===== src/csst_pkg.sv =====
/*
 * package of the clocked serial shift transfer block: register map, field
 * positions, transfer modes, engine states and the packed state record.
 * assumes a 32-bit apb bus with one aligned word per register.
 */
package csst_pkg;
    // register byte offsets
    localparam logic [7:0] CSST_OFS_CTRL = 8'h00;   // serial_control_one
    localparam logic [7:0] CSST_OFS_DATA = 8'h04;   // serial_data_buffer
    localparam logic [7:0] CSST_OFS_STAT = 8'h08;   // serial_status_reg
    // control field positions
    localparam int CSST_CTRL_START = 7;             // transfer_start_bit
    localparam int CSST_CTRL_ABORT = 6;             // transfer_abort_bit, write-one
    localparam int CSST_CTRL_MODE_LO = 4;           // transfer_mode_select [5:4]
    localparam int CSST_CTRL_CSEL_LO = 0;           // clock source [2:0]
    // status field positions and constant bits
    localparam int CSST_STAT_ACTIVE = 3;            // transfer_active_flag
    localparam int CSST_STAT_SHIFT = 2;             // shift in progress
    localparam logic [7:0] CSST_STAT_ONES = 8'hF3;  // bits that read as one
    // transfer modes
    localparam logic [1:0] CSST_MODE_TX = 2'h0;
    localparam logic [1:0] CSST_MODE_TXRX = 2'h2;
    localparam logic [1:0] CSST_MODE_RX = 2'h3;
    localparam logic [1:0] CSST_MODE_BAD = 2'h1;    // unused code, start is ignored
    // clock source code that selects the external clock
    localparam logic [2:0] CSST_CSEL_EXT = 3'h7;
    // reset values
    localparam logic [1:0] CSST_RST_MODE = 2'h0;
    localparam logic [2:0] CSST_RST_CSEL = 3'h0;
    localparam int CSST_DIV_W = 16;                 // divider counter width
    localparam logic [2:0] CSST_LAST_BIT = 3'h7;    // index of the eighth bit

    typedef enum logic [1:0] {
        CSST_IDLE,
        CSST_RUN,
        CSST_WAIT
    } csst_state_t;

    // whole state of the engine
    typedef struct packed {
        csst_state_t st;
        logic [1:0] mode;
        logic [2:0] csel;
        logic start;
        logic [7:0] txbuf;
        logic txfull;
        logic [7:0] rxbuf;
        logic rxfull;
        logic [7:0] sh;
        logic [2:0] cnt;
        logic active;
        logic dummy;
        logic sck;
        logic so;
        logic irq;
        logic [CSST_DIV_W-1:0] div;
    } csst_regs_t;

    // synchronised pin and its edges
    typedef struct packed {
        logic level;
        logic rise;
        logic fall;
    } csst_pin_t;
endpackage


===== src/csst_engine.sv =====
/*
 * clocked serial shift transfer: apb register slave and 8-bit lsb-first
 * shift engine with internal divided clock or external serial clock.
 * assumes the external peer keeps the serial clock high between bytes and
 * that software respects the buffer read/write order.
 */
// Overview of operation
// [RQ1] mode field picks tx, rx or both
// [RQ2] start copies buffer, shifts out lsb first
// [RQ3] buffer copied: mark empty, pulse interrupt
// [RQ4] internal tx halts clock until buffer written
// [RQ5] external tx: software refills before next shift
// [RQ6] output keeps previous last bit until fall
// [RQ7] start cleared in tx: finish, drop active
// [RQ8] abort in tx stops at once
// [RQ9] external: clear start early, else dummy stop
// [RQ10] rx shifts input in lsb first
// [RQ11] eight bits in: buffer full, interrupt
// [RQ12] internal rx waits until byte read
// [RQ13] start cleared in rx: store byte, stop
// [RQ14] abort in rx ends at once
// [RQ15] mode change discards buffer contents
// [RQ16] duplex: drive on fall, sample on rise
// [RQ17] duplex: software reads before writing next
// [RQ18] internal duplex waits for read and write
// [RQ19] start cleared in duplex: store byte, stop
// [RQ20] last bit held after final rising edge
// [RQ21] status bit 3 shows transfer active
// [RQ22] clock source 111 selects external clock
// [RQ23] internal clock pin high at transfer start
// [RQ24] reset leaves engine idle, clock high
`timescale 1ns/1ns
module csst_engine
    import csst_pkg::*;
#(
    parameter int HALF_BASE = 4   // half period of fastest internal clock, cycles
) (
    // clock and reset
    input wire logic clk,
    input wire logic rstn,
    // apb slave
    input wire logic psel,
    input wire logic penable,
    input wire logic pwrite,
    input wire logic [7:0] paddr,
    input wire logic [31:0] pwdata,
    output logic [31:0] prdata,
    output logic pready,
    output logic pslverr,
    // serial pins
    input wire logic serial_clock_pin_i,
    output logic serial_clock_pin_o,
    output logic serial_clock_pin_oe,
    input wire logic serial_in_pin,
    output logic serial_out_pin,
    // event
    output logic serial_unit_irq
);
    // refuse a base whose slowest half period would overflow the divider;
    // stopping elaboration beats running the link at a wrong rate
    if (HALF_BASE < 1 || (HALF_BASE << 6) >= (1 << CSST_DIV_W)) begin : g_half_check
        $error("csst_engine: HALF_BASE out of range");
    end

    csst_regs_t r;        // registered state
    csst_regs_t v;        // next state
    csst_pin_t sck_s;     // synchronised serial clock pin
    csst_pin_t si_s;      // synchronised serial input

    // pin synchronisers
    csst_sync_edge u_sck_sync (
        .clk(clk),
        .rstn(rstn),
        .pin(serial_clock_pin_i),
        .sync(sck_s)
    );
    csst_sync_edge u_si_sync (
        .clk(clk),
        .rstn(rstn),
        .pin(serial_in_pin),
        .sync(si_s)
    );

    logic acc;            // apb access phase
    logic wr_ctrl;
    logic wr_data;
    logic rd_data;
    logic mapped;
    logic ext;            // external clock selected
    logic fall_ev;
    logic rise_ev;
    logic tick;           // internal divider expiry
    logic [CSST_DIV_W-1:0] half;
    logic [7:0] shin;     // shift register after the rising edge
    logic ready;          // buffers allow the next byte

    // bus decode; every access completes in its first access cycle
    always_comb begin
        acc = psel & penable;
        mapped = 1'b0;
        if (paddr == CSST_OFS_CTRL) begin
            mapped = 1'b1;
        end else if (paddr == CSST_OFS_DATA) begin
            mapped = 1'b1;
        end else if (paddr == CSST_OFS_STAT) begin
            mapped = 1'b1;
        end
        wr_ctrl = acc & pwrite & (paddr == CSST_OFS_CTRL);
        wr_data = acc & pwrite & (paddr == CSST_OFS_DATA);
        rd_data = acc & ~pwrite & (paddr == CSST_OFS_DATA);
    end

    assign pready = 1'b1;
    assign pslverr = acc & ~mapped;

    // read mux; the data word reads the receive side only
    always_comb begin
        prdata = 32'h0000_0000;
        if (paddr == CSST_OFS_CTRL) begin
            prdata[7:0] = {r.start, 1'b0, r.mode, 1'b0, r.csel};
        end else if (paddr == CSST_OFS_DATA) begin
            prdata[7:0] = r.rxbuf;
        end else if (paddr == CSST_OFS_STAT) begin
            prdata[7:0] = CSST_STAT_ONES;
            prdata[CSST_STAT_ACTIVE] = r.active;                       // see [RQ21]
            prdata[CSST_STAT_SHIFT] = (r.st == CSST_RUN);
        end
    end

    // edge sources: divider on clk or the synchronised pin
    always_comb begin
        ext = (r.csel == CSST_CSEL_EXT);                               // see [RQ22]
        half = CSST_DIV_W'(HALF_BASE) << r.csel;
        tick = (r.st == CSST_RUN) & ~ext & (r.div == '0);
        fall_ev = (r.st == CSST_RUN) & (ext ? sck_s.fall : (tick & r.sck));
        rise_ev = (r.st == CSST_RUN) & (ext ? sck_s.rise : (tick & ~r.sck));
        shin = {si_s.level, r.sh[7:1]};                                // see [RQ10]
    end

    // next-state logic of the whole engine
    always_comb begin
        v = r;
        v.irq = 1'b0;
        ready = 1'b0;
        // software side of the buffers
        if (wr_data) begin
            v.txbuf = pwdata[7:0];
            v.txfull = 1'b1;
        end
        if (rd_data) begin
            v.rxfull = 1'b0;
        end
        if (wr_ctrl) begin
            v.start = pwdata[CSST_CTRL_START];
            v.csel = pwdata[CSST_CTRL_CSEL_LO +: 3];
            v.mode = pwdata[CSST_CTRL_MODE_LO +: 2];                   // see [RQ1]
            if (v.mode != r.mode) begin
                v.txfull = 1'b0;                                       // see [RQ15]
                v.rxfull = 1'b0;
            end
        end
        // internal divider runs only while shifting
        if (r.st == CSST_RUN && !ext) begin
            if (tick) begin
                v.div = half - CSST_DIV_W'(1);
                v.sck = ~r.sck;
            end else begin
                v.div = r.div - CSST_DIV_W'(1);
            end
        end
        // leading edge drives the next bit; line is otherwise untouched
        if (fall_ev && r.mode != CSST_MODE_RX) begin
            v.so = r.sh[0];                                            // see [RQ6] [RQ16]
        end
        case (r.st)
            CSST_IDLE: begin
                if (wr_ctrl && pwdata[CSST_CTRL_START] && !pwdata[CSST_CTRL_ABORT]
                        && v.mode != CSST_MODE_BAD) begin
                    v.st = CSST_RUN;
                    v.active = 1'b1;
                    v.cnt = 3'h0;
                    v.dummy = 1'b0;
                    v.sck = 1'b1;                                      // see [RQ23]
                    v.div = half - CSST_DIV_W'(1);
                    if (v.mode != CSST_MODE_RX) begin
                        v.sh = v.txbuf;                                // see [RQ2]
                        v.txfull = 1'b0;
                        v.irq = (v.mode == CSST_MODE_TX);              // see [RQ3]
                    end
                end
            end
            CSST_RUN: begin
                if (rise_ev) begin
                    v.sh = shin;                                       // see [RQ16]
                    v.cnt = r.cnt + 3'h1;
                    if (r.cnt == CSST_LAST_BIT) begin
                        if (r.mode != CSST_MODE_TX) begin
                            v.rxbuf = shin;                            // see [RQ11]
                            v.rxfull = 1'b1;
                            v.irq = 1'b1;
                        end
                        case (r.mode)
                            CSST_MODE_TX: ready = v.txfull;
                            CSST_MODE_RX: ready = ext | ~v.rxfull;
                            default: ready = v.txfull & ~v.rxfull;
                        endcase
                        if (!v.start || r.dummy) begin
                            v.st = CSST_IDLE;                          // see [RQ7] [RQ13] [RQ19]
                            v.active = 1'b0;
                            v.sck = 1'b1;                              // see [RQ20]
                        end else if (ready && r.mode != CSST_MODE_RX) begin
                            v.sh = v.txbuf;
                            v.txfull = 1'b0;
                            v.irq = 1'b1;                              // see [RQ3]
                        end else if (!ready && ext) begin
                            v.dummy = 1'b1;                            // see [RQ9]
                        end else if (!ready) begin
                            v.st = CSST_WAIT;                          // see [RQ4] [RQ12] [RQ18]
                            v.sck = 1'b1;
                        end
                    end
                end
            end
            CSST_WAIT: begin
                case (r.mode)
                    CSST_MODE_TX: ready = v.txfull;
                    CSST_MODE_RX: ready = ~v.rxfull;
                    default: ready = v.txfull & ~v.rxfull;
                endcase
                if (!v.start) begin
                    v.st = CSST_IDLE;
                    v.active = 1'b0;
                end else if (ready) begin
                    v.st = CSST_RUN;
                    v.div = half - CSST_DIV_W'(1);
                    if (r.mode != CSST_MODE_RX) begin
                        v.sh = v.txbuf;
                        v.txfull = 1'b0;
                        v.irq = (r.mode == CSST_MODE_TX);              // see [RQ3]
                    end
                end
            end
            default: v.st = CSST_IDLE;
        endcase
        // abort overrides state, active, start and clock; partial byte is dropped
        if (wr_ctrl && pwdata[CSST_CTRL_ABORT]) begin
            v.st = CSST_IDLE;                                          // see [RQ8] [RQ14]
            v.active = 1'b0;
            v.start = 1'b0;
            v.sck = 1'b1;
        end
    end

    // state register
    always_ff @(posedge clk or negedge rstn) begin
        if (!rstn) begin
            r <= '{st: CSST_IDLE, mode: CSST_RST_MODE, csel: CSST_RST_CSEL,
                   sck: 1'b1, default: '0};                            // see [RQ24]
        end else begin
            r <= v;
        end
    end

    assign serial_clock_pin_o = r.sck;
    assign serial_clock_pin_oe = (r.csel != CSST_CSEL_EXT);            // see [RQ22]
    assign serial_out_pin = r.so;
    assign serial_unit_irq = r.irq;
endmodule // csst_engine


===== src/csst_sync_edge.sv =====
/*
 * two-flop synchroniser for one pin with rise and fall detection.
 * assumes the pin is asynchronous to clk; edges are seen one to two
 * cycles after they happen on the pin.
 */
`timescale 1ns/1ns
module csst_sync_edge
    import csst_pkg::*;
(
    // clock and reset
    input wire logic clk,
    input wire logic rstn,
    // pin and result
    input wire logic pin,
    output csst_pin_t sync
);
    logic meta_r;   // first stage, read only by the second
    logic lev_r;    // second stage
    logic old_r;    // previous synchronised level

    // synchroniser chain; the idle level of the link is high
    always_ff @(posedge clk or negedge rstn) begin
        if (!rstn) begin
            meta_r <= 1'b1;
            lev_r <= 1'b1;
            old_r <= 1'b1;
        end else begin
            meta_r <= pin;
            lev_r <= meta_r;
            old_r <= lev_r;
        end
    end

    // level and one-cycle edge pulses travel as one record
    assign sync = '{level: lev_r, rise: lev_r & ~old_r, fall: ~lev_r & old_r};
endmodule // csst_sync_edge


===== config.mk =====
export PLATFORM = sky130hd
export DESIGN_NAME = csst_engine
export DESIGN_NICKNAME = d
export VERILOG_FILES = /design/src/csst_pkg.sv /design/src/csst_engine.sv /design/src/csst_sync_edge.sv
export SDC_FILE = /design/constraint.sdc
export NUM_CORES = 1
export LEC_CHECK = 0
export ABC_AREA = 1
export BUFFER_PORTS_ARGS = -buffer_cell sky130_fd_sc_hd__buf_2
export CAP_MARGIN = 20
export CORE_ASPECT_RATIO = 1.1
export CORE_MARGIN = 2
export CORE_UTILIZATION = 52
export CTS_BUF_LIST = sky130_fd_sc_hd__clkbuf_8
export DETAILED_ROUTE_END_ITERATION = 8
export PLACE_DENSITY = 0.79
export SYNTH_ARGS = -nofsm -noshare
export SYNTH_HDL_FRONTEND = slang
export SYNTH_SLANG_ARGS = --single-unit

===== constraint.sdc =====
create_clock -name clk -period 3.05 [get_ports clk]
set_input_delay 0 -clock clk [delete_from_list [all_inputs] [get_ports clk]]
set_output_delay 0 -clock clk [all_outputs]
set_load 0.01 [all_outputs]

==> Yosys cells after proc, flatten, opt, wreduce, memory -nomap -nowiden <==
Index checks and enable logic that the tools add are counted.
{ "totals": {"output_inout_bits": 38, "inputBits": 47, "reg_bits": 63, "wordCells": 197} }
{ "op_classes": {"n_addsub": 3, "bitwise_logic": 26, "n_reduce_logical": 28, "muxes": 86, "eq_ne": 32, "n_shift": 1} }
{ "op_table": {"columns": ["cell", "n"], "rows": [
  ["8-bit 2-to-1 mux", 9],
  ["17-bit 2-to-1 mux", 3],
  ["9-bit 2-to-1 mux", 5],
  ["1-bit 2-to-1 mux", 41],
  ["16-bit 2-to-1 mux", 2],
  ["16-bit one-hot mux with 2 select lines", 1],
  ["16-bit by 1-bit subtractor with 16-bit output (second input constant)", 2],
  ["24-bit 2-to-1 mux", 1],
  ["8-bit one-hot mux with 3 select lines", 1],
  ["2-bit 2-to-1 mux", 11],
  ["7-bit AND reduction", 3],
  ["18-bit 2-to-1 mux", 1],
  ["1-bit bitwise AND", 17],
  ["16-bit zero test", 1],
  ["2-bit inequality test (second input constant)", 8],
  ["3-bit by 3-bit left shift with 16-bit output (first input constant)", 1],
  ["14-bit 2-to-1 mux", 1],
  ["4-bit by 3-bit inequality test with 1-bit output (second input constant)", 3],
  ["2-bit by 1-bit inequality test with 1-bit output (second input constant)", 5],
  ["3-bit inequality test (second input constant)", 3],
  ["1-bit one-hot mux with 3 select lines", 3],
  ["8-bit by 3-bit == test with 1-bit output (second input constant)", 1],
  ["8-bit by 4-bit == test with 1-bit output (second input constant)", 1],
  ["1-bit logical AND", 8],
  ["26 further kinds", 44]
]} }

==> Longest topological paths before layout <==
{ "logic_depth": {"word_depth": 25, "depth_mapped": 20, "mapped_depth_nobuf": 18} }

==> Hierarchy <==
From an unflattened synthesis, not the netlist that was laid out.
{ "hier_totals": {"cells_unflattened": 569, "area_unflattened_um2": 4225.3} }
{ "modules_own_cells": {"columns": ["module", "seq_area_each_um2", "cells_per_inst", "area_per_inst_um2", "n_inst"], "rows": [
  ["csst_engine", 1452.6, 553, 4022.6, 1],
  ["csst_sync_edge", 78.8, 8, 101.3, 2]
]} }

==> Least setup slack after synthesis <==
No wires, ideal clock.
{ "synth_path": {"kind": "flip-flop to flip-flop", "startpoint": "register r[57] (netlist bit)", "endpoint": "register r[39] (netlist bit)", "setup_time_ns": 0.126, "arrival_time_ns": 2.775, "slack_ns": 0.149, "stages_incl_launch_ff": 20, "path_cell_list": "dfrtp_1 > inv_1 > ha_1 > buf_1 > nand2_2 > inv_1 > nand3_1 > nor2_1 > buf_2 > ha_1 > o21ai_1 > nor2_4 > inv_2 > nor2_1 > inv_1 > or2_1 > buf_2 > buf_2 > nand2_1 > o21ai_0"} }
{ "synth_via": {"elab_chain_len": 8} }
{ "synth_rtl": {"columns": ["element", "line_no", "rtl"], "rows": [
  ["start, declared", "csst_engine.sv:65", "csst_regs_t r;"],
  ["start signal, assigned", "csst_engine.sv:257", "r <= '{st: CSST_IDLE, mode: CSST_RST_MODE, csel: CSST_RST_CSEL,"],
  ["start signal, assigned", "csst_engine.sv:260", "r <= v;"],
  ["2-bit by 1-bit == test with 1-bit output (*)", "csst_engine.sv:134, csst_engine.sv:136, csst_engine.sv:175", null],
  ["1-bit bitwise AND (2 in series)", "csst_engine.sv:134", "tick = (r.st == CSST_RUN) & ~ext & (r.div == '0);"],
  ["1-bit bitwise AND", "csst_engine.sv:136", "rise_ev = (r.st == CSST_RUN) & (ext ? sck_s.rise : (tick & ~r.sck));"],
  ["1-bit 2-to-1 mux", "csst_engine.sv:136", null],
  ["1-bit bitwise AND", "csst_engine.sv:136", null],
  ["4-bit by 3-bit inequality test with 1-bit output (no line)", null, null],
  ["4-bit AND reduction (no line) (*)", null, null]
]} }
Mark *: on every way between the ends. The rest lies on a longest branch, timed or not.
A chain may end at the register's enable or synchronous reset.

==> Final worst setup path <==
{ "layout_path": {"startpoint": "register r[0] (netlist bit)", "endpoint": "register r[37] (netlist bit)"} }
{ "layout_via": {"elab_chain_len": 7} }
{ "layout_rtl": {"columns": ["element", "line_no"], "rows": [
  ["16-bit zero test (*)", "csst_engine.sv:134"],
  ["1-bit bitwise AND (*)", "csst_engine.sv:134"],
  ["1-bit bitwise AND (*)", "csst_engine.sv:136"],
  ["1-bit 2-to-1 mux (*)", "csst_engine.sv:136"],
  ["1-bit bitwise AND (*)", "csst_engine.sv:136"],
  ["4-bit by 3-bit inequality test with 1-bit output (no line)", null],
  ["4-bit AND reduction (no line) (*)", null]
]} }
Marks and branches as above.

==> qor.yml <==
timing:
  fmax_ghz: 0.365
  tns_ns: 0
  setup_viol: 0
  hold_slack_ns: 0.0589
  finalCriticalPeriod_ns: 2.74
  drv_slew: 0
  fin_skew_ns: 0.0158
  worst_pin_slew_ns: 0.948
  fin_crit_sh: 0.898
  rsz0062_at_grt: "false"
  finalHoldViolations: 0
  slew-limit-headroom: 0.363
power:
  pwr-share-seq: 0.404
  power_frac_clock: 0.241
  power.density_nw_per_um2: 606
  power.internal_mw: 1.66
  switching_share: 0.406
  worst_ir_drop_vdd_mv: 0.280
  p_leak_nw: 2.38
  power_frac_comb: 0.355
  power_switching_mw: 1.13
synth:
  synth-seq-area-share: 0.385
  synth_most_common_cell: "nand2_1"
  synth_seq_cells: 63
  yosys-top-cells-count: "nand2_1, inv_1, nor2_1"
  yosysTopAreaCell: "dfrtp_1"
  yosys-top-cells-area: "dfrtp_1, nand2_1, inv_1, nor2_1, o21ai_0"
  synth-main-ff-cell: "dfrtp_1"
  async_flop_share: 1.00
  synth_area_um2: 4110
  synth-edff-count: 0
  yosysUniqueCellTypes: 45
  syn_avg_cell_area_um2: 7.48
  yosys_warnings: 0
  synth_cells: 550
  yosysTopAreaCellShare: 0.347
worst_setup_path:
  slowest_delay_ns: 0.40
  crit_chain: "inv_1 -> ha_1 -> nand3_1 -> inv_1 -> nand4_1 -> nor2_1 -> ha_1 -> o21ai_1 -> nor2_4 -> inv_2 -> nor2_1 -> inv_1 -> or2_1 -> buf_4 -> nand2_1 -> o21ai_0"
  startpoint_type: "flop"
  crit_type: "reg2reg"
  critical-path-top-delay-family: "simple AND/OR/NAND/NOR gates"
  reg2regPathDepth: 16
  critPathArrivalTime_ns: 2.98
  reg2reg_slack_ns: 0.31
  slowest_stage: "dfrtp_1"
  critPathMaxFanout: 17
  r2r_end: "r[37]"
  rr_startpoint: "r[0]"
  end_kind: "flop"
  cp.required_ns: 3.29
  cp_common_cell: "inv_1"
  cp.buffers_inverters: 5
global_routing:
  antenna_found_initial: 0
  grt_max_degree: 48
  grt_pass1_wl_mm: 16.6
  grt_pass1_vias: 3650
  grt_use_total: 0.242
  grt_overflow: 0
placed_design:
  dp_hpwl_mm: 7.38
  io_buffer_count: 35
  placed_area_um2: 4310
  dp_cells: 687
  place_congestion: 0.904
floorplan:
  die_h_um: 97.3
  rows: 34
  start_util: 0.528
  die_area_um2: 8630
  io_pins: 85
  die_x_um: 88.8
  core_area_um2: 7780
cells_and_area:
  drive_above_1_share: 0.168
  diodes: 0
  fin_util: 0.591
  fin_cells: 714
  final_nets: 660
  postLayoutCellArea_um2: 4600
  area_growth_pct: 12.0
min_path:
  min_path_type: "in2reg"
  whs_endpoint: "r[50]"
  min_from: "pwdata[6]"
  hold_path_depth: 4
clock_tree:
  cts.path.max_buffers: 2
  cts_root_buf: "clkbuf_8"
  clk_pin_slew_ns: 0.08
  numCtsBuffers: 9
  htree_num_levels: 3
  cts_tree: "built"
  post_cts_resized: 0
  insertion_delay_ns: 0.36
  clkSinkCount: 63
detailed_routing:
  drc: 0
  drtAntennaViolNets: 0
  wire_per_inst_um: 13.9
  wl_mm: 9.90
  num_vias: 3668
  first_iter_violations: 288
  firstDrtPassIters: 5
  via_per_inst: 5.14
run:
  maxCapViolations: 0
outcome:
  outcome: "complete, no violations"
[power groups by stage]
stage	logic, mW	registers, mW	clock network (mW)
5_1_grt	1.11	1.14	0.722
3_5_place_dp	0.962	1.14	0
6_report	0.990	1.13	0.672
3_3_place_gp	0.936	1.13	0
4_1_cts	0.977	1.12	0.682
2_1_floorplan	0.743	1.11	0
[through the flow]
step                      power [mW]  setup slack, ns
after global routing            2.97           0.0436
after global placement          2.07            0.310
after detailed placement        2.10            0.225
after floorplan                 1.85            0.149
final                           2.79            0.311
after CTS                       2.78            0.195
[how the worst max path moves through the flow]
stage / start / end / slack (ns) / cells after the start
detailed placement: r[0] / r[37] / 0.22 / 16
floorplan: r[57] / r[39] / 0.15 / 19
finish: r[0] / r[37] / 0.31 / 16
CTS: r[0] / r[37] / 0.20 / 16
global route: r[0] / r[37] / 0.04 / 16
global placement: r[0] / r[39] / 0.31 / 16
[layout make-up]
type                            instances  area [µm²]
Sequential cell                        63        1580
Inverter                               71         267
Clock buffer                            9         124
Timing Repair Buffer                   54         353
Clock inverter                          7        53.8
Fill cell                             729        3180
Multi-Input combinational cell        402        2090
Tap cell                              108         135
[state kept, by name, summed over array words and instances, names as in the netlist]
register,flops
u_si_sync.lev_r,1
u_sck_sync.old_r,1
u_sck_sync.lev_r,1
serial_out_pin,1
serial_unit_irq,1
u_sck_sync.meta_r,1
serial_clock_pin_o,1
r,55
u_si_sync.meta_r,1
[per-layer routing]
layer  share of wire  up-vias  global-route usage  wire length [µm]
met4           0.026        0               0.115               255
met1            0.41     1701               0.303              4090
met3           0.048       22              0.0374               476
met2            0.51      130               0.401              5080
li1                -     1815                   -                 -
met5               0        -                   0                 0
[cells in the final DEF, fill, tap and decap left out, types with 6 or more instances in the layout]
| cell type | n |
|---|---|
| nand2_1 | 121 |
| inv_1 | 67 |
| nor2_1 | 67 |
| dfrtp_1 | 57 |
| o21ai_0 | 46 |
| buf_2 | 35 |
| conb_1 | 25 |
| a21oi_1 | 23 |
| nand3_1 | 22 |
| ha_1 | 12 |
| nand2_2 | 9 |
| xor2_1 | 9 |
| clkbuf_8 | 9 |
| dlygate4sd3_1 | 9 |
| buf_4 | 9 |
| nor2_2 | 6 |
| nor3_1 | 6 |
| nand4_1 | 6 |
| o211ai_1 | 6 |
| dfstp_2 | 6 |
[kinds of logic (layout without fill, tap and decap cells)]
kind of cell	Yosys count	in the layout	synth area share
simple gates	250	250	0.272
buf+inv	108	141	0.128
compound gates	103	103	0.150
flops	63	63	0.385
fa+ha+maj	12	12	0.0365
xor+xnor	11	11	0.0234
other cells	2	25	0.00183
mux	1	1	0.00274
[tightest hold or removal path, stage by stage]
cell and delay (ns):
buf_2 0.13, nor3_4 0.06, inv_1 0.09, nand2_1 0.08
[timing repair]
item | CTS | global route
endpoints found under the hold margin | 52 | 0
buffers inserted | 0 | 1
setup endpoints to repair | 0 | 8
hold buffers | 9 | 0
Note: power is estimated with default switching activity, not from simulation.
